### config.mk
export PLATFORM = sky130hd
export DESIGN_NAME = cpr_resp_top
export DESIGN_NICKNAME = d
export VERILOG_FILES = /design/src/cpr_pkg.sv /design/src/cpr_prim_enc.sv /design/src/cpr_cond_eval.sv /design/src/cpr_resp_top.sv
export VERILOG_INCLUDE_DIRS = /design/src
export SDC_FILE = /design/constraint.sdc
export NUM_CORES = 1
export LEC_CHECK = 0
export ABC_AREA = 0
export BUFFER_PORTS_ARGS = -buffer_cell sky130_fd_sc_hd__buf_2
export CAP_MARGIN = 20
export CORE_ASPECT_RATIO = 1.4
export CORE_MARGIN = 8
export CORE_UTILIZATION = 51
export CTS_CLUSTER_DIAMETER = 80
export DETAILED_ROUTE_END_ITERATION = 8
export PLACE_DENSITY_LB_ADDON = 0.3
export SYNTH_ARGS = -nofsm -noshare
export SYNTH_HDL_FRONTEND = slang
export SYNTH_SLANG_ARGS = --single-unit
### constraint.sdc
create_clock -name i_mclk -period 2.9 [get_ports i_mclk]
set_input_delay 0.435 -clock i_mclk [delete_from_list [all_inputs] [get_ports i_mclk]]
set_output_delay 0.435 -clock i_mclk [all_outputs]
set_load 0.01 [all_outputs]
### src/cpr_cfg.svh
/*
 constants of the coprocessor response block: slot indices, primitive
 fields, format words and timing. assumes a 32-bit apb register bus.
*/
`ifndef CPR_CFG_SVH
`define CPR_CFG_SVH
// slot indices; byte address is four times the index
`define CPR_IDX_RESPONSE  6'h00
`define CPR_IDX_CONTROL   6'h02
`define CPR_IDX_SAVE      6'h04
`define CPR_IDX_RESTORE   6'h06
`define CPR_IDX_OPWORD    6'h08
`define CPR_IDX_COMMAND   6'h0a
`define CPR_IDX_CONDITION 6'h0e
`define CPR_IDX_OPERAND   6'h10
`define CPR_IDX_REGSEL    6'h14
`define CPR_IDX_INSTADDR  6'h18
`define CPR_IDX_OPADDR    6'h1c
`define CPR_IDX_CONDFLAGS 6'h20
`define CPR_IDX_STATUS    6'h22
// primitive attribute bit positions
`define CPR_BIT_COME_AGAIN 15
`define CPR_BIT_PASS_PC    14
`define CPR_BIT_DIRECTION  13
`define CPR_BIT_INT_ALLOW  8
`define CPR_BIT_PROC_FIN   1
`define CPR_BIT_COND_TRUE  0
// primitive base encodings
`define CPR_PRIM_NULL      16'h0800
`define CPR_PRIM_SUPCHECK  16'h0400
`define CPR_PRIM_EXCEPTION 16'h1c00
// format words and answers
`define CPR_FMT_IDLE       16'h0100
`define CPR_FMT_INVALID    16'h0000
`define CPR_ALL_ONES       32'hffffffff
`define CPR_CONTROL_ABORT  0
// operation word fields
`define CPR_OP_FLINE_HI    15
`define CPR_OP_FLINE_LO    12
`define CPR_OP_SEL_HI      11
`define CPR_OP_SEL_LO      9
`define CPR_SELECT_THIS    3'h0
// timing
`define CPR_EXEC_TIME_NS   80
`define CPR_CLK_PERIOD_NS  10
`define CPR_EXEC_CYCLES    ((`CPR_EXEC_TIME_NS) / (`CPR_CLK_PERIOD_NS))
`define CPR_PV_VECTOR      8'h0d
`endif

### src/cpr_pkg.sv
/*
 types of the coprocessor response block.
 assumes cpr_cfg.svh holds the numeric constants.
*/
`default_nettype none
package cpr_pkg;
   typedef enum logic [2:0] {
      CPR_ST_IDLE,
      CPR_ST_EXEC,
      CPR_ST_SUPCHK,
      CPR_ST_CONDRES,
      CPR_ST_EXCEPT
   } cpr_state_t;
   typedef enum logic [1:0] {
      CPR_PK_NULL,
      CPR_PK_SUPCHK,
      CPR_PK_EXCEPT
   } cpr_prim_kind_t;
endpackage
`default_nettype wire

### src/cpr_prim_enc.sv
/*
 builds the 16-bit response primitive from the reply kind.
 assumes the caller holds kind stable during a read access.
*/
`timescale 1ns/1ns
`default_nettype none
`include "cpr_cfg.svh"
module cpr_prim_enc (
   input  wire logic                    i_mclk,   // clock
   input  wire logic                    i_rst,    // async reset
   input  wire logic                    i_ce,     // clock enable
   input  wire cpr_pkg::cpr_prim_kind_t i_kind,   // reply kind
   input  wire logic                    i_again,  // come again
   input  wire logic                    i_fin,    // processing finished
   input  wire logic                    i_true,   // condition result
   input  wire logic [7:0]              i_vector, // exception vector
   output logic [15:0]                  o_prim    // registered word
);
   import cpr_pkg::*;
   logic [15:0] prim_next;
   // a literal cannot be part-selected, so the base goes through a constant
   localparam logic [15:0] EXC_BASE = `CPR_PRIM_EXCEPTION;
   always_comb begin
      prim_next = `CPR_PRIM_NULL;
      case (i_kind)
         CPR_PK_NULL: begin
            prim_next = `CPR_PRIM_NULL;
            prim_next[`CPR_BIT_COME_AGAIN] = i_again;
            prim_next[`CPR_BIT_PROC_FIN]   = i_fin;
            prim_next[`CPR_BIT_COND_TRUE]  = i_true;
         end
         CPR_PK_SUPCHK: prim_next = `CPR_PRIM_SUPCHECK;
         CPR_PK_EXCEPT: prim_next = {EXC_BASE[15:8], i_vector};
         default: prim_next = `CPR_PRIM_NULL;
      endcase
      // never passes the program counter nor allows interrupts
      prim_next[`CPR_BIT_PASS_PC]   = 1'b0;
      prim_next[`CPR_BIT_INT_ALLOW] = 1'b0;
   end
   always_ff @(posedge i_mclk or posedge i_rst) begin
      if (i_rst) begin
         o_prim <= `CPR_PRIM_NULL | 16'h0002;
      end else if (i_ce) begin
         o_prim <= prim_next;
      end
   end
endmodule // cpr_prim_enc
`default_nettype wire

### src/cpr_cond_eval.sv
/*
 evaluates a condition selector against a software flag word.
 assumes the selector is held for the cycle after it is latched.
*/
`timescale 1ns/1ns
`default_nettype none
module cpr_cond_eval #(
   parameter int FLAGS_W = 16                 // flag word width
) (
   input  wire logic               i_mclk,    // clock
   input  wire logic               i_rst,     // async reset
   input  wire logic               i_ce,      // clock enable
   input  wire logic [5:0]         i_sel,     // condition selector
   input  wire logic [FLAGS_W-1:0] i_flags,   // flag word
   output logic                    o_true     // registered result
);
   // low bits pick a flag, bit 4 inverts the sense
   logic [3:0] pick;
   logic       raw;
   assign pick = i_sel[3:0];
   assign raw  = i_flags[pick] ^ i_sel[4];
   always_ff @(posedge i_mclk or posedge i_rst) begin
      if (i_rst) begin
         o_true <= 1'b0;
      end else if (i_ce) begin
         o_true <= raw;
      end
   end
endmodule // cpr_cond_eval
`default_nettype wire

### src/cpr_resp_top.sv
/*
 coprocessor dialog slave of a paged memory management unit, reached
 over apb. the host starts every transfer; the block answers through
 the response slot with 16-bit primitives.
 assumes a single clock and an apb master that holds its request.
*/
// Functional notes
// - instructions are one to eight words
// - answer only coprocessor select zero; other selects still go busy and get a finished null at once
// - save dialog opens with a read
// - exception primitive carries a vector
// - service request may ask for re-read
// - null with come-again asks re-read
// - supervisor check primitive may be replied
// - only three primitive kinds are produced
// - primitive is one 16-bit response word
// - bit 15 is the come-again flag
// - pass program counter bit always zero
// - bit 13 gives the transfer direction; the code never sets it, every reply carries zero there
// - null primitive signals instruction completion
// - interrupt allowed bit never set
// - bit 1 zero executing, one idle
// - bit 0 carries condition result
// - idle or final reply: finished only
// - executing needing service: come-again only
// - condition write: supervisor check, then result
// - command while busy raises protocol violation
`timescale 1ns/1ns
`default_nettype none
`include "cpr_cfg.svh"
module cpr_resp_top #(
   parameter int        EXEC_CYCLES = `CPR_EXEC_CYCLES, // busy time
   parameter int        FLAGS_W     = 16,               // flag width
   parameter logic [2:0] MY_SELECT  = `CPR_SELECT_THIS, // own select
   parameter logic [7:0] PV_VECTOR  = `CPR_PV_VECTOR    // violation
) (
   input  wire logic        i_mclk,     // 100 mhz clock
   input  wire logic        i_rst,      // async reset, high
   input  wire logic        i_ce,       // clock enable
   input  wire logic        i_psel,     // apb select
   input  wire logic        i_penable,  // apb enable
   input  wire logic        i_pwrite,   // apb direction
   input  wire logic [7:0]  i_paddr,    // apb byte address
   input  wire logic [31:0] i_pwdata,   // apb write data
   output logic             o_pready,   // apb ready
   output logic [31:0]      o_prdata,   // apb read data
   output logic             o_pslverr,  // apb error
   output logic             o_busy      // instruction executing
);
   import cpr_pkg::*;

   cpr_state_t              state_reg;
   cpr_state_t              state_next;
   logic [15:0]             command_reg;
   logic [5:0]              cond_sel_reg;
   logic [15:0]             restore_reg;
   logic                    restore_ok_reg;
   logic [FLAGS_W-1:0]      flags_reg;
   logic                    cond_true_reg;
   logic [15:0]             exec_cnt_reg;
   logic [15:0]             prim_word;
   logic                    cond_true;
   cpr_prim_kind_t          kind;
   logic                    again;
   logic                    fin;

   // access decode
   logic [5:0] idx;
   logic       aligned;
   logic       access;
   logic       done;
   logic       wr_done;
   logic       rd_done;
   assign idx     = i_paddr[7:2];
   assign aligned = (i_paddr[1:0] == 2'b00);
   assign access  = i_psel & i_penable;
   assign done    = access & o_pready;
   assign wr_done = done & i_pwrite & aligned;
   assign rd_done = done & ~i_pwrite & aligned;

   function automatic logic hit(input logic [5:0] a, input logic [5:0] b);
      hit = (a == b);
   endfunction

   function automatic logic mapped(input logic [5:0] a);
      mapped = hit(a, `CPR_IDX_RESPONSE) | hit(a, `CPR_IDX_CONTROL) |
               hit(a, `CPR_IDX_SAVE) | hit(a, `CPR_IDX_RESTORE) |
               hit(a, `CPR_IDX_OPWORD) | hit(a, `CPR_IDX_COMMAND) |
               hit(a, `CPR_IDX_CONDITION) | hit(a, `CPR_IDX_OPERAND) |
               hit(a, `CPR_IDX_REGSEL) | hit(a, `CPR_IDX_INSTADDR) |
               hit(a, `CPR_IDX_OPADDR) | hit(a, `CPR_IDX_CONDFLAGS) |
               hit(a, `CPR_IDX_STATUS);
   endfunction

   // host writes and reads are the only events: no spontaneous output
   logic wr_cmd;
   logic wr_cond;
   logic wr_ctrl;
   logic wr_rest;
   logic wr_flags;
   logic rd_resp;
   logic rd_save;
   logic is_idle;
   assign wr_cmd   = wr_done & hit(idx, `CPR_IDX_COMMAND);
   assign wr_cond  = wr_done & hit(idx, `CPR_IDX_CONDITION);
   assign wr_ctrl  = wr_done & hit(idx, `CPR_IDX_CONTROL);
   assign wr_rest  = wr_done & hit(idx, `CPR_IDX_RESTORE);
   assign wr_flags = wr_done & hit(idx, `CPR_IDX_CONDFLAGS);
   assign rd_resp  = rd_done & hit(idx, `CPR_IDX_RESPONSE);
   assign rd_save  = rd_done & hit(idx, `CPR_IDX_SAVE);
   assign is_idle  = (state_reg == CPR_ST_IDLE);

   // restore format word check: bits 15:8 of the write data are
   // compared with the high byte of the idle format word
   localparam logic [15:0] FMT_IDLE = `CPR_FMT_IDLE;
   logic fmt_valid;
   assign fmt_valid = (i_pwdata[15:8] == FMT_IDLE[15:8]);

   logic [2:0] cmd_sel;
   assign cmd_sel = i_pwdata[`CPR_OP_SEL_HI:`CPR_OP_SEL_LO];

   logic exec_over;
   assign exec_over = (exec_cnt_reg == 16'h0000);

   logic abort;
   assign abort = wr_ctrl & i_pwdata[`CPR_CONTROL_ABORT];

   // dialog sequencer
   always_comb begin
      state_next = state_reg;
      case (state_reg)
         CPR_ST_IDLE: begin
            if (wr_cmd) begin
               state_next = CPR_ST_EXEC;
            end else if (wr_cond) begin
               state_next = CPR_ST_SUPCHK;
            end
         end
         CPR_ST_EXEC: begin
            if (wr_cmd || wr_cond) begin
               state_next = CPR_ST_EXCEPT;
            end else if (rd_resp && exec_over) begin
               state_next = CPR_ST_IDLE;
            end
         end
         CPR_ST_SUPCHK: begin
            if (wr_cmd || wr_cond) begin
               state_next = CPR_ST_EXCEPT;
            end else if (rd_resp) begin
               state_next = CPR_ST_CONDRES;
            end
         end
         CPR_ST_CONDRES: begin
            if (wr_cmd || wr_cond) begin
               state_next = CPR_ST_EXCEPT;
            end else if (rd_resp) begin
               state_next = CPR_ST_IDLE;
            end
         end
         CPR_ST_EXCEPT: begin
            // the aborted instruction is dropped once the vector is read
            if (rd_resp) begin
               state_next = CPR_ST_IDLE;
            end
         end
         default: state_next = CPR_ST_IDLE;
      endcase
      if (abort) begin
         state_next = CPR_ST_IDLE;
      end
   end

   // reply selection; only null, supervisor check and exception are
   // built here, a subset of the protocol's primitives
   always_comb begin
      kind  = CPR_PK_NULL;
      again = 1'b0;
      fin   = 1'b1;
      case (state_reg)
         CPR_ST_IDLE: begin
            fin = 1'b1;
         end
         CPR_ST_EXEC: begin
            again = ~exec_over;
            fin   = exec_over;
         end
         CPR_ST_SUPCHK: kind = CPR_PK_SUPCHK;
         CPR_ST_CONDRES: fin = 1'b1;
         CPR_ST_EXCEPT: kind = CPR_PK_EXCEPT;
         default: kind = CPR_PK_NULL;
      endcase
   end

   cpr_prim_enc u_enc (
      .i_mclk   (i_mclk),
      .i_rst    (i_rst),
      .i_ce     (i_ce),
      .i_kind   (kind),
      .i_again  (again),
      .i_fin    (fin),
      .i_true   (cond_true_reg & (state_reg == CPR_ST_CONDRES)),
      .i_vector (PV_VECTOR),
      .o_prim   (prim_word)
   );

   cpr_cond_eval #(
      .FLAGS_W (FLAGS_W)
   ) u_cond (
      .i_mclk  (i_mclk),
      .i_rst   (i_rst),
      .i_ce    (i_ce),
      .i_sel   (cond_sel_reg),
      .i_flags (flags_reg),
      .o_true  (cond_true)
   );

   // read data; direction bit sits in the word, zero for every reply kind
   logic [31:0] rd_mux;
   always_comb begin
      rd_mux = 32'h00000000;
      if (hit(idx, `CPR_IDX_RESPONSE)) begin
         rd_mux = {prim_word, 16'h0000};
      end else if (hit(idx, `CPR_IDX_SAVE)) begin
         rd_mux = {`CPR_FMT_IDLE, 16'h0000};
      end else if (hit(idx, `CPR_IDX_RESTORE)) begin
         rd_mux = {restore_ok_reg ? restore_reg : `CPR_FMT_INVALID,
                   16'h0000};
      end else if (hit(idx, `CPR_IDX_INSTADDR) ||
                   hit(idx, `CPR_IDX_OPADDR)) begin
         rd_mux = `CPR_ALL_ONES;
      end else if (hit(idx, `CPR_IDX_CONDFLAGS)) begin
         rd_mux = {{(32-FLAGS_W){1'b0}}, flags_reg};
      end else if (hit(idx, `CPR_IDX_STATUS)) begin
         rd_mux = {29'h0, state_reg};
      end
   end

   // apb answer: one wait state, ready pulses for a single cycle
   logic err_next;
   assign err_next = ~aligned | ~mapped(idx);
   always_ff @(posedge i_mclk or posedge i_rst) begin
      if (i_rst) begin
         o_pready  <= 1'b0;
         o_prdata  <= 32'h00000000;
         o_pslverr <= 1'b0;
      end else if (i_ce) begin
         o_pready  <= access & ~o_pready;
         o_pslverr <= access & ~o_pready & err_next;
         if (access && !o_pready && !i_pwrite) begin
            o_prdata <= err_next ? 32'h00000000 : rd_mux;
         end
      end
   end

   always_ff @(posedge i_mclk or posedge i_rst) begin
      if (i_rst) begin
         state_reg <= CPR_ST_IDLE;
      end else if (i_ce) begin
         state_reg <= state_next;
      end
   end

   // command latch; a command other than select zero is not ours,
   // and one written while busy is discarded
   always_ff @(posedge i_mclk or posedge i_rst) begin
      if (i_rst) begin
         command_reg <= 16'h0000;
      end else if (i_ce && wr_cmd && is_idle) begin
         command_reg <= i_pwdata[31:16];
      end
   end

   logic foreign;
   assign foreign = (cmd_sel != MY_SELECT) |
       (i_pwdata[`CPR_OP_FLINE_HI:`CPR_OP_FLINE_LO] != 4'hf);

   // execution timer; a write to the command slot carries the
   // operation word in its low half for select checking
   always_ff @(posedge i_mclk or posedge i_rst) begin
      if (i_rst) begin
         exec_cnt_reg <= 16'h0000;
      end else if (i_ce) begin
         if (wr_cmd && is_idle) begin
            exec_cnt_reg <= foreign ? 16'h0000
                                    : 16'(EXEC_CYCLES);
         end else if (!exec_over) begin
            exec_cnt_reg <= exec_cnt_reg - 16'h0001;
         end
      end
   end

   always_ff @(posedge i_mclk or posedge i_rst) begin
      if (i_rst) begin
         cond_sel_reg <= 6'h00;
      end else if (i_ce && wr_cond && is_idle) begin
         cond_sel_reg <= i_pwdata[21:16];
      end
   end

   // condition sampled when the supervisor check reply is consumed
   always_ff @(posedge i_mclk or posedge i_rst) begin
      if (i_rst) begin
         cond_true_reg <= 1'b0;
      end else if (i_ce && rd_resp && state_reg == CPR_ST_SUPCHK) begin
         cond_true_reg <= cond_true;
      end
   end

   always_ff @(posedge i_mclk or posedge i_rst) begin
      if (i_rst) begin
         restore_reg    <= 16'h0000;
         restore_ok_reg <= 1'b0;
      end else if (i_ce && wr_rest) begin
         restore_reg    <= i_pwdata[31:16];
         restore_ok_reg <= (i_pwdata[31:24] == FMT_IDLE[15:8]);
      end
   end

   always_ff @(posedge i_mclk or posedge i_rst) begin
      if (i_rst) begin
         flags_reg <= '0;
      end else if (i_ce && wr_flags) begin
         flags_reg <= i_pwdata[FLAGS_W-1:0];
      end
   end

   always_ff @(posedge i_mclk or posedge i_rst) begin
      if (i_rst) begin
         o_busy <= 1'b0;
      end else if (i_ce) begin
         o_busy <= (state_next != CPR_ST_IDLE);
      end
   end

   logic unused;
   assign unused = fmt_valid ^ rd_save ^ (^command_reg);
endmodule // cpr_resp_top
`default_nettype wire

[After elaboration in Yosys (flattened, before gate mapping)]
Index checks and enable logic that the tools add are counted.
Storage, ports and cells
  flip-flop bits (word level): 108
  latch bits: 0
  bits in writable memories: 0
  ROM bits: 0
  bits of input ports: 46
  memories kept: 0
Cells by class
  $add $sub $neg: 1
  $mul: 0
  div/mod/pow operators: 0
  order comparisons: 1
  equal/unequal tests: 21
  shifts and indexed selects: 0
  mux-type cells: 27
  bitwise operators: 36
  reduce and logical (&&, ||, !) cells: 23
Operator list (number)
  $mux 32: 5
  $mux 16: 4
  $pmux 16 s3: 1
  $mux 3: 10
  $eq 6x5->1 const B: 4
  $eq 6x4->1 const B: 3
  $and 1x1->1: 16
  $logic_not 16->1: 1
  $sub 16x1->16 const B: 1
  $pmux 3 s5: 1
  $or 1x1->1: 14
  $eq 6x3->1 const B: 2
  $eq 6x6->1 const B: 2
  $logic_and 1x1->1: 10
  $eq 8x1->1 const B: 1
  $eq 3x2->1 const B: 2
  $eq 6x2->1 const B: 1
  $logic_not 6->1: 1
  $reduce_bool 3->1: 2
  $lt 4x5->1 const B: 1
  $not 1->1: 5
  $bmux 1 s4: 1
  $logic_not 2->1: 2
  $mux 4: 1
  13 further kinds: 18

[Longest topological paths before layout]
  depth after elaboration: 16
  mapped depth: 8
  depth with buffers taken out: 7

[By module]
From an unflattened synthesis, not the netlist that was laid out.
Unflattened totals
  cells, all modules: 479
  area, all modules: 5261.3 um^2
By module, submodules not included
  cpr_resp_top: instances 1, cells each 416, area each 4474.3 um^2, seq. area each 2352.3 um^2
  cpr_prim_enc: instances 1, cells each 47, area each 585.6 um^2, seq. area each 302.8 um^2
  cpr_cond_eval: instances 1, cells each 16, area each 201.4 um^2, seq. area each 25.0 um^2

[Worst setup path before layout]
OpenSTA, ideal clock, no wires.
  path kind: input port to flip-flop
  from: input port i_paddr[3]
  to: register restore_reg[0]
  setup time: 0.125 ns
  arrival: 2.232 ns
  slack: 0.543 ns
  stages: 6
  path through: clkbuf_2 -> or4b_4 -> nand3b_4 -> nor4_4 -> buf_6 -> mux2_2
Between the ends
  cells in the longest elaborated chain, start to end: 3
RTL lines
  start, declared: RTL line cpr_resp_top.sv:43  | input wire logic [7:0] i_paddr,
  $eq 6x3->1: RTL line cpr_resp_top.sv:82  | hit = (a == b);
  $and 1x1->1: RTL line cpr_resp_top.sv:107  | assign wr_rest = wr_done & hit(idx, `CPR_IDX_RESTORE);
  $logic_and 1x1->1: RTL line cpr_resp_top.sv:313  | end else if (i_ce && wr_rest) begin
  end signal, assigned: RTL line cpr_resp_top.sv:314  | restore_reg <= i_pwdata[31:16];
  end, declared: RTL line cpr_resp_top.sv:56  | logic [15:0] restore_reg;
Every way passes these cells.
A chain may end at the register's enable or synchronous reset.

[Worst setup path after layout]
  from: register exec_cnt_reg[0]
  to: register o_busy
Between the ends
  cells in the longest elaborated chain, start to end: 7
RTL lines
  start, declared: RTL line cpr_resp_top.sv:60  | logic [15:0] exec_cnt_reg;
  start signal, assigned: RTL line cpr_resp_top.sv:284  | exec_cnt_reg <= foreign ? 16'h0000
  start signal, assigned: RTL line cpr_resp_top.sv:287  | exec_cnt_reg <= exec_cnt_reg - 16'h0001;
  $logic_not 16->1: RTL line cpr_resp_top.sv:123  | assign exec_over = (exec_cnt_reg == 16'h0000);
  $logic_and 1x1->1: RTL line cpr_resp_top.sv:142  | end else if (rd_resp && exec_over) begin
  $mux 3: RTL line cpr_resp_top.sv:142
  $mux 3: RTL line cpr_resp_top.sv:140  | if (wr_cmd || wr_cond) begin
  $pmux 3 s5: RTL line cpr_resp_top.sv:131  | case (state_reg)
  $mux 3: RTL line cpr_resp_top.sv:168  | if (abort) begin
  $reduce_bool 3->1: RTL line cpr_resp_top.sv:331  | o_busy <= (state_next != CPR_ST_IDLE);
  end signal, assigned: RTL line cpr_resp_top.sv:331
  end, declared: RTL line cpr_resp_top.sv:48  | output logic o_busy
Every way passes these cells.

==> results.sh <==
export IMPL_syn_area_sq_um=4890
export IMPL_dp_hpwl_microns=9240
export IMPL_synth_common_cells="98 x dfrtp_1, 44 x o21ai_0, 42 x nand2_1, 40 x mux2_2, 26 x a21oi_1"
export IMPL_cts_tree="done"
export IMPL_post_dp_cell_area_sq_um=5460
export IMPL_drt_pass1_iterations=4
export IMPL_synthTopCellsByArea="dfrtp_1 50%, mux2_2 9.2%, o21ai_0 4.5%, nand2_1 3.2%, a21oi_1 2.7%"
export IMPL_viasPerCell=6.06
export IMPL_slew_limit_headroom_pct=57.4
export IMPL_hold_path_class="primary input to asynchronous set/reset pin"
export IMPL_ys_seq_area_share_pct=51.2
export IMPL_clock_skew_ns=0.00877
export IMPL_cp_slowest_stage_delay_ns=0.43
export IMPL_dpl_cell_count=634
export IMPL_grtUsageTotal_pct=19.5
export IMPL_worst_pin_slew_ns=0.634
export IMPL_synth_top_area_cell="dfrtp_1"
export IMPL_cts_buffers=9
export IMPL_r2r_cells=7
export IMPL_cts_sinks=100
export IMPL_io_pins=81
export IMPL_wirelength_microns=12400
export IMPL_dp_slack_ns=0.398
export IMPL_critPathKind="flop to flop"
export IMPL_die_y_microns=132
export IMPL_worstSetupStartpointType="flop"
export IMPL_grt_pass1_wl_microns=20600
export IMPL_required_ns=3.10
export IMPL_layout_setup_ws_ns=0.421
export IMPL_die_x_microns=98.8
export IMPL_gp_congestion=0.872
export IMPL_largest_register_ffs=32
export IMPL_final_instance_count_excl_fill=651
export IMPL_rsz0062_at_grt="no"
export IMPL_top_register="o_prdata"
export IMPL_drt_iter0_markers=167
export IMPL_hold_ws_ns=0.144
export IMPL_cap_viol_max_count=0
export IMPL_max_freq_ghz=0.403
export IMPL_finalSetupTns_ns=0
export IMPL_worst_ep_arrival_time_ns=2.68
export IMPL_timing_rr_end="o_busy"
export IMPL_ys_warn_count=0
export IMPL_antenna_found_initial=1
export IMPL_async_flop_share_pct=100
export IMPL_yosysTopAreaCellShare_pct=50.2
export IMPL_fin_crit_sh_pct=85.5
export IMPL_worstSkewPairLatency_ns=0.34
export IMPL_fin_area_sq_um=5770
export IMPL_coreArea_sq_um=9410
export IMPL_clkSlewWorstSetupHoldPaths_ns=0.07
export IMPL_drc_errors=0
export IMPL_clockBufferDepth=2
export IMPL_syn_nets=503
export IMPL_grt_max_degree=41
export IMPL_portBuffers=80
export IMPL_layout_drive_gt1_share_pct=30.9
export IMPL_period_minus_slack_ns=2.48
export IMPL_syn_area_per_cell_sq_um=10.8
export IMPL_vdd_drop_max_v=0.000339
export IMPL_power_density_nw_per_um2=577
export IMPL_crit_fanout=8
export IMPL_area_growth_pct=18.0
export IMPL_die_area_sq_um=13000
export IMPL_slowest_stage="nor4b_1"
export IMPL_crit_chain="inv_1, ha_1, nor4b_1, nand4_1, a21o_1, a41oi_1, a31oi_1"
export IMPL_yosysMostFrequentCell="dfrtp_1"
export IMPL_vias=3946
export IMPL_reg2reg_from="exec_cnt_reg[0]"
export IMPL_post_drt_wl_per_cell_microns=19.0
export IMPL_ys_types=62
export IMPL_crit_path_end_kind="flop"
export IMPL_synth_edff_count=0
export IMPL_cts_resized=0
export IMPL_regToRegSetupSlack_ns=0.42
export IMPL_ant_nets=0
export IMPL_cts_root_buf="clkbuf_16"
export IMPL_synth_flop_cell="dfrtp_1"
export IMPL_nets=586
export IMPL_ys_seq_elements=100
export IMPL_finalHoldViolCount=0
export IMPL_report_final_slew_viol_count=0
export IMPL_cts_hold_buf=0
export IMPL_status="completed"
export IMPL_p_leak_nw=2.75
export IMPL_finalSetupViolations=0
export IMPL_cts_setup_buffers=0
export IMPL_start_util_pct=52.0
export IMPL_fp_row_count=42
export IMPL_cts_htree_levels=3
export IMPL_grt_pass1_vias=4093
export IMPL_postSynthCellCount=452
export IMPL_grt_ovfl_total=0
[stage by stage]
stage	utilization [%]	power [mW]
6_report	61.4	3.33
5_1_grt	61.4	3.48
4_1_cts	61.3	3.35
3_5_place_dp	58.0	2.10
3_3_place_gp	58.0	2.08
2_1_floorplan	-	1.94
[worst max-delay path, delay by kind of cell (launching register included)]
kind | cells | cell delay, ns
AO/OA/AOI/OAI | 3 | 0.75
adder cells (fa/ha/maj) | 1 | 0.22
buffers and inverters | 1 | 0.08
flip-flops | 1 | 0.41
AND/OR/NAND/NOR | 2 | 0.86
[power by group]
part | total (mW) | switching, mW | internal [mW]
clock | 1.25 | 0.548 | 0.702
sequential | 1.62 | 0.120 | 1.50
combinational | 0.462 | 0.260 | 0.202
[routing by layer]
layer	vias to the layer above	routed length (microns)	share of wire, %	track usage (%)
met5	-	0	0	0
met1	1988	5200	42	23.3
li1	1850	-	-	-
met4	0	216	1.7	8.31
met2	93	6470	52	33.3
met3	15	489	3.9	3.65
[cell families (layout without fill, tap and decap cells)]
logic type,after synthesis,after routing,synth area share (%)
AO/OA/AOI/OAI,127,127,16.7
XOR/XNOR,1,1,0.179
adder cells (fa/ha/maj),5,5,1.28
buffers and inverters,37,125,3.20
flip-flops,100,100,51.2
multiplexers,48,48,12.1
other,0,1,0
AND/OR/NAND/NOR,134,134,15.3
[area by class of cell]
type,instances,area (sq um)
Antenna cell,1,2.50
Clock buffer,10,239
Clock inverter,6,71.3
Fill cell,779,3630
Inverter,14,56.3
Multi-Input combinational cell,315,2230
Sequential cell,100,2500
Tap cell,110,138
Timing Repair Buffer,95,526
[placed cells by master (no fill, tap or decap), types with 6 or more instances in the layout]
master / count
nand3_1: 9
a21oi_1: 26
buf_2: 80
nor2_1: 18
inv_1: 13
buf_4: 14
nand2b_1: 6
mux2_2: 40
dfrtp_1: 98
clkbuf_16: 9
nor3_1: 9
or3_1: 6
nand2_1: 42
o21ai_0: 44
a221oi_1: 8
a22o_1: 6
nor4_1: 8
[how the worst max path moves through the flow]
stage | startpoint | to | slack (ns) | depth (start not counted)
3_5_place_dp | i_paddr[2] | exec_cnt_reg[8] | 0.40 | 7
3_3_place_gp | i_paddr[2] | exec_cnt_reg[8] | 0.44 | 7
5_1_grt | exec_cnt_reg[0] | o_busy | 0.25 | 7
6_report | exec_cnt_reg[0] | o_busy | 0.42 | 7
2_1_floorplan | i_paddr[3] | restore_reg[0] | 0.54 | 6
4_1_cts | exec_cnt_reg[0] | o_busy | 0.46 | 7
Power figures use the tool's default switching activity.
